$ cat src/sct_regs.vh
`ifndef SCT_REGS_VH
`define SCT_REGS_VH
// sfr byte offsets (index form, byte address is four times)
`define SCT_SFR_SPL 8'h81
`define SCT_SFR_DPL 8'h82
`define SCT_SFR_DPH 8'h83
`define SCT_SFR_DPP 8'h84
`define SCT_SFR_POWER_CONTROL 8'h87
`define SCT_SFR_DUAL_POINTER_CONTROL 8'hA7
`define SCT_SFR_CFG 8'hAF
`define SCT_SFR_SPH 8'hB7
`define SCT_SFR_TKCTL 8'hA1
`define SCT_SFR_HUND 8'hA2
`define SCT_SFR_SEC 8'hA3
`define SCT_SFR_MIN 8'hA4
`define SCT_SFR_HOURS_COUNTER 8'hA5
`define SCT_SFR_WAIT 8'h9F
`define SCT_SFR_CLKDIV 8'hD7
`define SCT_SFR_TMRL 8'h8A
`define SCT_SFR_TMRH 8'h8C
`define SCT_SFR_IDENT 8'hC2
// block-private registers
`define SCT_REG_EXEC 8'hF0
`define SCT_REG_STAT 8'hF1
`define SCT_REG_BITOP 8'hF2
// reset values
`define SCT_RST_SPL 8'h07
`define SCT_RST_CLKDIV 8'h03
// field positions
`define SCT_TK_KEEP_BIT 0
// cycle counts
`define SCT_CYC_MOVX 4
`define SCT_CYC_LCALL_IRQ 3
`define SCT_CYC_LCALL 4
`endif

$ cat src/sct_core_timing.v
// Our own choice: the AXI4-Lite register port.
`timescale 1ns/10ps
// What this block does
// - one-cycle op: strobe high first half
// - multi-cycle op: strobe high first half only
// - back-to-back single ops give one strobe pulse per op
// - timer advances every core clock
// - no external code fetch bus cycles
// - movx stretched by programmed wait count
// - movx takes four plus n cycles
// - interrupt lcall takes three cycles
// - bit access only at addresses ending 0/8
// - keep clock counters across reset if enabled
// - most ops one or two machine cycles
// - register arithmetic one byte one cycle
// - indirect arithmetic one byte two cycles
// - direct arithmetic two bytes two cycles
// - add immediate two bytes two cycles
// - subb immediate one byte one cycle
`include "sct_regs.vh"
module sct_core_timing #(
    parameter [7:0] IDENT_CODE = 8'h5A // arbitrary value
) (
    // clock and reset
    input wire sys_clk,
    input wire sys_rst,
    // axi4-lite write address and data
    input wire [11:0] s_axi_awaddr,
    input wire s_axi_awvalid,
    output reg s_axi_awready,
    input wire [31:0] s_axi_wdata,
    input wire [3:0] s_axi_wstrb,
    input wire s_axi_wvalid,
    output reg s_axi_wready,
    // axi4-lite write response
    output reg [1:0] s_axi_bresp,
    output reg s_axi_bvalid,
    input wire s_axi_bready,
    // axi4-lite read
    input wire [11:0] s_axi_araddr,
    input wire s_axi_arvalid,
    output reg s_axi_arready,
    output reg [31:0] s_axi_rdata,
    output reg [1:0] s_axi_rresp,
    output reg s_axi_rvalid,
    input wire s_axi_rready,
    // external bus strobes
    output reg ale_ff,
    output reg xdata_rd_ff,
    output reg code_fetch_ext_ff,
    output reg busy_ff
);
    // instruction classes for the exec register
    localparam [3:0] OP_REG = 4'h0;
    localparam [3:0] OP_IND = 4'h1;
    localparam [3:0] OP_DIR = 4'h2;
    localparam [3:0] OP_ADDI = 4'h3;
    localparam [3:0] OP_SUBBI = 4'h4;
    localparam [3:0] OP_MOVX = 4'h5;
    localparam [3:0] OP_LCALL = 4'h6;
    localparam [3:0] OP_LCALLI = 4'h7;
    localparam [3:0] OP_MUL = 4'h8;
    localparam ST_IDLE = 1'b0;
    localparam ST_RUN = 1'b1;

    reg [7:0] spl_ff;
    reg [7:0] dpl_ff;
    reg [7:0] dph_ff;
    reg [7:0] dpp_ff;
    reg [7:0] power_control_ff;
    reg [7:0] dual_pointer_control_ff;
    reg [7:0] cfg_ff;
    reg [7:0] sph_ff;
    reg [7:0] tkctl_ff;
    reg [7:0] hund_ff;
    reg [7:0] sec_ff;
    reg [7:0] min_ff;
    reg [7:0] hours_counter_ff;
    reg [7:0] wait_ff;
    reg [7:0] clkdiv_ff;
    reg [15:0] tmr_ff;
    reg [7:0] cyc_left_ff;
    reg [7:0] last_cyc_ff;
    reg [7:0] last_len_ff;
    reg half_ff;
    reg state_ff;
    reg bit_err_ff;
    reg [11:0] awaddr_ff;
    reg [11:0] araddr_ff;
    reg aw_ok_ff;
    reg w_ok_ff;
    reg [31:0] wdata_ff;
    reg [3:0] wstrb_ff;
    reg [7:0] nxt_cyc;
    reg [7:0] nxt_len;
    reg [31:0] rd_word;
    reg rd_hit;
    reg wr_hit;
    // pending read flag: one cycle lets araddr_ff settle before the mux
    reg rd_pend_ff;
    wire [7:0] wr_idx = awaddr_ff[9:2];
    wire [7:0] rd_idx = araddr_ff[9:2];
    wire wr_go = aw_ok_ff && w_ok_ff && !s_axi_bvalid;
    wire wr_b0 = wr_go && wstrb_ff[0];
    wire start = wr_b0 && wr_idx == `SCT_REG_EXEC && state_ff == ST_IDLE;
    wire [3:0] op = wdata_ff[3:0];

    // cycle and length per class
    always @* begin
        nxt_cyc = 8'h01;
        nxt_len = 8'h01;
        case (op)
            OP_REG: begin
                nxt_cyc = 8'h01;
                nxt_len = 8'h01;
            end
            OP_IND: begin
                nxt_cyc = 8'h02;
                nxt_len = 8'h01;
            end
            OP_DIR: begin
                nxt_cyc = 8'h02;
                nxt_len = 8'h02;
            end
            OP_ADDI: begin
                nxt_cyc = 8'h02;
                nxt_len = 8'h02;
            end
            OP_SUBBI: begin
                nxt_cyc = 8'h01;
                nxt_len = 8'h01;
            end
            OP_MOVX: begin
                nxt_cyc = 8'd`SCT_CYC_MOVX + wait_ff;
                nxt_len = 8'h01;
            end
            OP_LCALL: begin
                nxt_cyc = 8'd`SCT_CYC_LCALL;
                nxt_len = 8'h03;
            end
            OP_LCALLI: begin
                nxt_cyc = 8'd`SCT_CYC_LCALL_IRQ;
                nxt_len = 8'h03;
            end
            OP_MUL: begin
                nxt_cyc = 8'h09;
                nxt_len = 8'h01;
            end
            default: begin
                nxt_cyc = 8'h01;
                nxt_len = 8'h01;
            end
        endcase
    end

    // sequencer: each machine cycle is two half phases of sys_clk
    always @(posedge sys_clk) begin
        if (sys_rst) begin
            state_ff <= ST_IDLE;
            half_ff <= 1'b0;
            cyc_left_ff <= 8'h00;
            last_cyc_ff <= 8'h00;
            last_len_ff <= 8'h00;
            ale_ff <= 1'b0;
            xdata_rd_ff <= 1'b0;
            busy_ff <= 1'b0;
            code_fetch_ext_ff <= 1'b0;
        end else begin
            code_fetch_ext_ff <= 1'b0; // code is internal only
            case (state_ff)
                ST_IDLE: begin
                    if (start) begin
                        state_ff <= ST_RUN;
                        half_ff <= 1'b1;
                        cyc_left_ff <= nxt_cyc;
                        last_cyc_ff <= nxt_cyc;
                        last_len_ff <= nxt_len;
                        ale_ff <= 1'b1; // first half of first cycle
                        busy_ff <= 1'b1;
                        xdata_rd_ff <= (op == OP_MOVX);
                    end
                end
                ST_RUN: begin
                    half_ff <= ~half_ff;
                    // strobe low for rest of op
                    ale_ff <= 1'b0;
                    if (!half_ff) begin
                        if (cyc_left_ff == 8'h01) begin
                            state_ff <= ST_IDLE;
                            busy_ff <= 1'b0;
                            xdata_rd_ff <= 1'b0;
                        end
                        cyc_left_ff <= cyc_left_ff - 8'h01;
                    end
                end
                default: state_ff <= ST_IDLE;
            endcase
        end
    end
    // back-to-back single ops give one strobe pulse per op

    // timer counts every core clock, not every twelve
    always @(posedge sys_clk) begin
        if (sys_rst)
            tmr_ff <= 16'h0000;
        else
            tmr_ff <= tmr_ff + 16'h0001;
    end

    // axi write channel capture
    always @(posedge sys_clk) begin
        if (sys_rst) begin
            s_axi_awready <= 1'b0;
            s_axi_wready <= 1'b0;
            s_axi_bvalid <= 1'b0;
            s_axi_bresp <= 2'b00;
            aw_ok_ff <= 1'b0;
            w_ok_ff <= 1'b0;
            awaddr_ff <= 12'h000;
            wdata_ff <= 32'h00000000;
            wstrb_ff <= 4'h0;
        end else begin
            s_axi_awready <= !aw_ok_ff && !s_axi_awready && s_axi_awvalid;
            s_axi_wready <= !w_ok_ff && !s_axi_wready && s_axi_wvalid;
            if (s_axi_awready && s_axi_awvalid) begin
                aw_ok_ff <= 1'b1;
                awaddr_ff <= s_axi_awaddr;
            end
            if (s_axi_wready && s_axi_wvalid) begin
                w_ok_ff <= 1'b1;
                wdata_ff <= s_axi_wdata;
                wstrb_ff <= s_axi_wstrb;
            end
            if (wr_go) begin
                s_axi_bvalid <= 1'b1;
                s_axi_bresp <= wr_hit ? 2'b00 : 2'b10;
            end else if (s_axi_bvalid && s_axi_bready) begin
                s_axi_bvalid <= 1'b0;
                aw_ok_ff <= 1'b0;
                w_ok_ff <= 1'b0;
            end
        end
    end

    // write decode
    always @* begin
        case (wr_idx)
            `SCT_SFR_SPL, `SCT_SFR_DPL, `SCT_SFR_DPH, `SCT_SFR_DPP,
            `SCT_SFR_POWER_CONTROL, `SCT_SFR_DUAL_POINTER_CONTROL, `SCT_SFR_CFG, `SCT_SFR_SPH,
            `SCT_SFR_TKCTL, `SCT_SFR_HUND, `SCT_SFR_SEC, `SCT_SFR_MIN,
            `SCT_SFR_HOURS_COUNTER, `SCT_SFR_WAIT, `SCT_SFR_CLKDIV, `SCT_REG_EXEC,
            `SCT_REG_BITOP: wr_hit = 1'b1;
            default: wr_hit = 1'b0;
        endcase
    end

    // bit op word: [7:0] sfr address, [10:8] bit, [11] value
    wire bit_ok = (wdata_ff[3:0] == 4'h0) || (wdata_ff[3:0] == 4'h8);
    wire bit_go = wr_b0 && wr_idx == `SCT_REG_BITOP && bit_ok;
    wire [7:0] bmask = 8'h01 << wdata_ff[10:8];
    wire [7:0] wb = wdata_ff[7:0];

    // sfr storage
    always @(posedge sys_clk) begin
        if (sys_rst) begin
            spl_ff <= `SCT_RST_SPL;
            dpl_ff <= 8'h00;
            dph_ff <= 8'h00;
            dpp_ff <= 8'h00;
            power_control_ff <= 8'h00;
            dual_pointer_control_ff <= 8'h00;
            cfg_ff <= 8'h00;
            sph_ff <= 8'h00;
            wait_ff <= 8'h00;
            clkdiv_ff <= `SCT_RST_CLKDIV;
            bit_err_ff <= 1'b0;
            // keep time of day when retention set
            if (!tkctl_ff[`SCT_TK_KEEP_BIT]) begin
                hund_ff <= 8'h00;
                sec_ff <= 8'h00;
                min_ff <= 8'h00;
                hours_counter_ff <= 8'h00;
                tkctl_ff <= 8'h00;
            end
        end else begin
            if (wr_b0 && wr_idx == `SCT_REG_BITOP)
                bit_err_ff <= !bit_ok; // byte-only sfr refused
            if (bit_go && wdata_ff[7:0] == `SCT_SFR_POWER_CONTROL)
                power_control_ff <= wdata_ff[11] ? (power_control_ff | bmask)
                                        : (power_control_ff & ~bmask);
            if (wr_b0) begin
                case (wr_idx)
                    `SCT_SFR_SPL: spl_ff <= wb;
                    `SCT_SFR_DPL: dpl_ff <= wb;
                    `SCT_SFR_DPH: dph_ff <= wb;
                    `SCT_SFR_DPP: dpp_ff <= wb;
                    `SCT_SFR_POWER_CONTROL: power_control_ff <= wb;
                    `SCT_SFR_DUAL_POINTER_CONTROL: dual_pointer_control_ff <= wb;
                    `SCT_SFR_CFG: cfg_ff <= wb;
                    `SCT_SFR_SPH: sph_ff <= wb;
                    `SCT_SFR_TKCTL: tkctl_ff <= wb;
                    `SCT_SFR_HUND: hund_ff <= wb;
                    `SCT_SFR_SEC: sec_ff <= wb;
                    `SCT_SFR_MIN: min_ff <= wb;
                    `SCT_SFR_HOURS_COUNTER: hours_counter_ff <= wb;
                    `SCT_SFR_WAIT: wait_ff <= wb;
                    `SCT_SFR_CLKDIV: clkdiv_ff <= wb;
                    default: ;
                endcase
            end
        end
    end

    // read mux; unmapped answers slverr with zero data
    always @* begin
        rd_hit = 1'b1;
        rd_word = 32'h00000000;
        case (rd_idx)
            `SCT_SFR_SPL: rd_word[7:0] = spl_ff;
            `SCT_SFR_DPL: rd_word[7:0] = dpl_ff;
            `SCT_SFR_DPH: rd_word[7:0] = dph_ff;
            `SCT_SFR_DPP: rd_word[7:0] = dpp_ff;
            `SCT_SFR_POWER_CONTROL: rd_word[7:0] = power_control_ff;
            `SCT_SFR_DUAL_POINTER_CONTROL: rd_word[7:0] = dual_pointer_control_ff;
            `SCT_SFR_CFG: rd_word[7:0] = cfg_ff;
            `SCT_SFR_SPH: rd_word[7:0] = sph_ff;
            `SCT_SFR_TKCTL: rd_word[7:0] = tkctl_ff;
            `SCT_SFR_HUND: rd_word[7:0] = hund_ff;
            `SCT_SFR_SEC: rd_word[7:0] = sec_ff;
            `SCT_SFR_MIN: rd_word[7:0] = min_ff;
            `SCT_SFR_HOURS_COUNTER: rd_word[7:0] = hours_counter_ff;
            `SCT_SFR_WAIT: rd_word[7:0] = wait_ff;
            `SCT_SFR_CLKDIV: rd_word[7:0] = clkdiv_ff;
            `SCT_SFR_TMRL: rd_word[7:0] = tmr_ff[7:0];
            `SCT_SFR_TMRH: rd_word[7:0] = tmr_ff[15:8];
            `SCT_SFR_IDENT: rd_word[7:0] = IDENT_CODE;
            `SCT_REG_STAT: rd_word = {8'h00, last_len_ff, last_cyc_ff,
                                      5'h00, bit_err_ff, state_ff, busy_ff};
            default: rd_hit = 1'b0;
        endcase
    end

    // axi read channel: answer two cycles after address is taken
    always @(posedge sys_clk) begin
        if (sys_rst) begin
            s_axi_arready <= 1'b0;
            s_axi_rvalid <= 1'b0;
            s_axi_rdata <= 32'h00000000;
            s_axi_rresp <= 2'b00;
            araddr_ff <= 12'h000;
        end else begin
            s_axi_arready <= !s_axi_arready && !s_axi_rvalid &&
                             s_axi_arvalid;
            if (s_axi_arready && s_axi_arvalid)
                araddr_ff <= s_axi_araddr;
            if (s_axi_rvalid && s_axi_rready)
                s_axi_rvalid <= 1'b0;
            else if (rd_pend_ff) begin
                s_axi_rvalid <= 1'b1;
                s_axi_rdata <= rd_word;
                s_axi_rresp <= rd_hit ? 2'b00 : 2'b10;
            end
        end
    end

    // read accepted last edge; data goes out on the next
    always @(posedge sys_clk) begin
        if (sys_rst)
            rd_pend_ff <= 1'b0;
        else
            rd_pend_ff <= s_axi_arready && s_axi_arvalid;
    end
endmodule // sct_core_timing

$ cat config.mk
export PLATFORM = sky130hd
export DESIGN_NAME = sct_core_timing
export DESIGN_NICKNAME = d
export VERILOG_FILES = /design/src/sct_core_timing.v
export VERILOG_INCLUDE_DIRS = /design/src
export SDC_FILE = /design/constraint.sdc
export NUM_CORES = 1
export LEC_CHECK = 0
export ABC_AREA = 1
export BUFFER_PORTS_ARGS = -buffer_cell sky130_fd_sc_hd__buf_2
export CAP_MARGIN = 20
export CELL_PAD_IN_SITES_DETAIL_PLACEMENT = 1
export CELL_PAD_IN_SITES_GLOBAL_PLACEMENT = 1
export CORE_MARGIN = 2
export CORE_UTILIZATION = 32
export DETAILED_ROUTE_END_ITERATION = 8
export GPL_TIMING_DRIVEN = 1
export PLACE_DENSITY_LB_ADDON = 0.1
export RECOVER_POWER = 50
export SYNTH_ARGS = -nofsm -noshare
export SYNTH_HDL_FRONTEND = slang
export SYNTH_SLANG_ARGS = --single-unit
$ cat constraint.sdc
create_clock -name sys_clk -period 2.35 [get_ports sys_clk]
set_input_delay 0.1175 -clock sys_clk [delete_from_list [all_inputs] [get_ports sys_clk]]
set_output_delay 0.1175 -clock sys_clk [all_outputs]
set_load 0.01 [all_outputs]
==> flow_summary_export.csv <==
group,metric,value,unit
timing,rsz0062_at_grt,"no",
finish,antennaDiodeCount,0,
floorplan,start_util,32.6,%
route,drt_iter0_drc,452,
synthesis,ys.flop_type,"dfxtp_1",
synthesis,yosysTopAreaCellShare,35.9,%
floorplan,chipHeight,178,µm
setup_path,worstSetupEndpointType,"flop",
timing,relSlewSlack,19.9,%
finish,top_regs,"s_axi_rdata (18), tmr_ff (16)",
floorplan,pin_count,112,
synthesis,postSynthAreaPerCell,7.77,µm²
placement,gp_congestion,0.819,
clocking,cts_root_buf,"clkbuf_16",
clocking,cts_buffers,26,
route,drtPass1Iterations,5,
setup_path,critPathRequiredTime,2.72,ns
timing,max_freq,0.475,GHz
clocking,cts_max_path_buffers,3,
timing,layout_worst_path_cycle_share,89.5,%
clocking,worst_skew_pair.late_latency,0.53,ns
clocking,htreeDepth,1,
power,ir_drop,450,µV
synthesis,synth_area,9660,µm²
grt,grt_pass1_vias,8712,
setup_path,crit_arrival,2.48,ns
power,clockPowerShare,49.4,%
timing,setup_tns,0,ns
timing,clock_skew,0.0129,ns
floorplan,die_w,178,µm
setup_path,critPathLaunch,"state_ff$_SDFF_PP0_",
synthesis,netlist_top_cells_area,"dfxtp_1 36%, edfxtp_1 12%, nand3_1 8.2%",
finish,fillers,3639,
synthesis,syn_inst,1242,
finish,regMostFlops,"s_axi_rdata",
power,internal_power,6.43,mW
power,switchingPower,1.90,mW
outcome,status,"complete, no violations",
grt,grt_max_degree,63,
synthesis,yosys.area.top_type,"dfxtp_1",
setup_path,rr_startpoint,"state_ff$_SDFF_PP0_",
timing,whs,0.287,ns
worst_hold_path,holdPathStages,3,
clocking,path_clk_slew,0.06,ns
route,post_drt_wl_per_cell,18.4,µm
clocking,cts_tree,"yes",
grt,grt_first_pass_wirelength,50500,µm
route,vias,8768,
floorplan,core.rowCount,63,
timing,setup_violations,0,
placement,dp_hpwl,22900,µm
synthesis,synth_commonest_cells,"192 x nand2_1, 173 x dfxtp_1, 158 x nand3_1",
power,p_seq_share,45.7,%
timing,hold_viol_final,0,
finish,largest_reg_flops,18,
route,via_per_inst,5.01,
synthesis,synth_edf_count,40,
finish,fin_util,39.0,%
grt,grt_use_total,20.8,%
timing,tightest_slew,1.20,ns
clocking,clock_sinks,213,
setup_path,crit_fanout,13,
finish,syn_to_final_growth,19.6,%
power,combPwrFrac,5.0,%
synthesis,ys_seq_area_share,48.3,%
finish,nNetsFinal,1412,
finish,drive_above_1_share,10.9,%
power,total_power,8.34,mW
clocking,post-cts-setup-buffers,0,
synthesis,yosys_warnings,0,
floorplan,dieArea,31600,µm²
synthesis,postSynth.asyncResetShare,0,%
setup_path,cp-endpoint,"xdata_rd_ff$_SDFFE_PP0P_",
worst_hold_path,hold_path_class,"input port to flop",
synthesis,synth-seq-cells,213,
power,swShare,22.8,%
setup_path,timing_worst_setup_path_type,"flop to flop",
floorplan,coreArea,29600,µm²
route,drt_wl_total,32300,µm
power,p_leak,4.65,nW
setup_path,timing.rr.end,"xdata_rd_ff$_SDFFE_PP0P_",
synthesis,yosysMostFrequentCell,"nand2_1",
route,antenna_left,0,
timing,drv_slew,0,
power,pwr_density_cell,722,nW/µm²
grt,grt_overflow,0,
run,maxCapViolations,0,
setup_path,ff2ff_path_depth,6,
route,route.detailed.drc,0,
grt,antenna_found_initial,0,
timing,period_minus_slack,2.10,ns
synthesis,synth_cell_types,49,
placement,io_buffers,59,
setup_path,r2r_slack,0.25,ns
setup_path,crit_path_start_kind,"flop",
==> worst min-delay path by stage <==
| stage | startpoint | end | slack (ns) |
|---|---|---|---|
| after floorplan | s_axi_rready | s_axi_rvalid$_SDFFE_PP0P_ | 0.21 |
| after global placement | s_axi_rready | s_axi_rvalid$_SDFFE_PP0P_ | 0.31 |
| after detailed placement | s_axi_rready | s_axi_rvalid$_SDFFE_PP0P_ | 0.33 |
| after CTS | sys_rst | clkdiv_ff[0]$_SDFFE_PP1P_ | 0.27 |
| after global routing | sys_rst | tmr_ff[0]$_SDFF_PP0_ | 0.31 |
| final | sys_rst | last_cyc_ff[4]$_SDFFE_PP0P_ | 0.29 |
==> routing by layer <==
layer	track usage, %	vias up	wire (µm)
met1	28.3	4205	15400
met5	0	-	0
met3	2.57	38	972
met4	5.05	0	727
met2	34.9	142	15200
li1	-	4383	-
==> power groups by stage <==
| stage | combinational (mW) | clock [mW] | sequential, mW |
|---|---|---|---|
| detailed placement | 0.384 | 0 | 3.89 |
| finish | 0.413 | 4.12 | 3.81 |
| CTS | 0.425 | 4.20 | 3.81 |
| global route | 0.464 | 4.35 | 3.81 |
| floorplan | 0.241 | 0 | 3.88 |
| global placement | 0.381 | 0 | 3.89 |
==> critical path, stage by stage, from the launching register on <==
cell and delay (ns):
dfxtp_1 0.42, clkbuf_1 0.53, inv_1 0.37, nor3_1 0.26
nand4_1 0.17, nand3_1 0.13, a21oi_1 0.06
==> layout by cell type (no fill, tap or decap), types with 3 or more instances in the layout <==
cell type | synthesis | final
nor3_4 | 3 | 3
conb_1 | 1 | 17
clkbuf_2 | 0 | 4
nand4_1 | 6 | 6
nor2_2 | 5 | 3
inv_2 | 10 | 10
a31oi_1 | 4 | 4
inv_1 | 81 | 80
nand3_1 | 158 | 158
buf_4 | 22 | 34
a211oi_1 | 27 | 27
dfxtp_1 | 173 | 173
buf_12 | 0 | 3
o211ai_1 | 6 | 6
nor2_1 | 144 | 146
a21oi_1 | 117 | 117
nor3_1 | 16 | 16
clkinv_2 | 1 | 4
o21bai_1 | 4 | 4
o21ai_0 | 123 | 123
buf_2 | 22 | 30
clkbuf_1 | 35 | 46
nand2_1 | 192 | 193
nor2_4 | 7 | 7
clkbuf_16 | 0 | 28
bufinv_16 | 0 | 3
o31ai_1 | 4 | 4
ha_1 | 4 | 4
dlygate4sd3_1 | 0 | 30
or2_2 | 4 | 4
o21ai_1 | 5 | 5
edfxtp_1 | 40 | 40
==> cells by family (layout without fill, tap and decap cells) <==
kind of cell | after synthesis | count (layout) | share of synthesized area [%]
and+or+nand+nor | 548 | 548 | 25.9
AOI/OAI and AO/OA | 298 | 298 | 16.9
DFF | 213 | 213 | 48.3
buffers and inverters | 175 | 277 | 8.06
adders and majority gates | 4 | 4 | 0.518
xor gates and xnor gates | 3 | 3 | 0.272
other | 1 | 17 | 0.0388
==> per-stage QoR <==
stage | cell area [µm²] | cells | setup WS [ns]
6_report | 11600 | 1750 | 0.246
5_1_grt | 11600 | 1750 | 0.0257
4_1_cts | 11600 | 1750 | 0.306
3_5_place_dp | 10500 | 1673 | 0.333
3_3_place_gp | 10500 | 1673 | 0.331
2_1_floorplan | 9720 | 1258 | 0.103
==> what timing repair did <==
| item | 4_1_cts | 5_1_grt |
|---|---|---|
| hold endpoints to repair | 32 | 0 |
| resized for setup | 0 | 0 |
| endpoints found under the setup margin | 0 | 0 |
| hold buffers | 30 | 0 |
==> cell type report <==
cell class / count / area (µm²) / area share [%]
Sequential cell: 213 / 4660 / 40.4
Timing Repair Buffer: 136 / 917 / 7.94
Clock buffer: 40 / 756 / 6.54
Multi-Input combinational cell: 870 / 4260 / 36.9
Clock inverter: 7 / 110 / 0.953
Tap cell: 390 / 488 / 4.22
Inverter: 94 / 358 / 3.10
No activity file was read; power rests on OpenSTA's default activity.
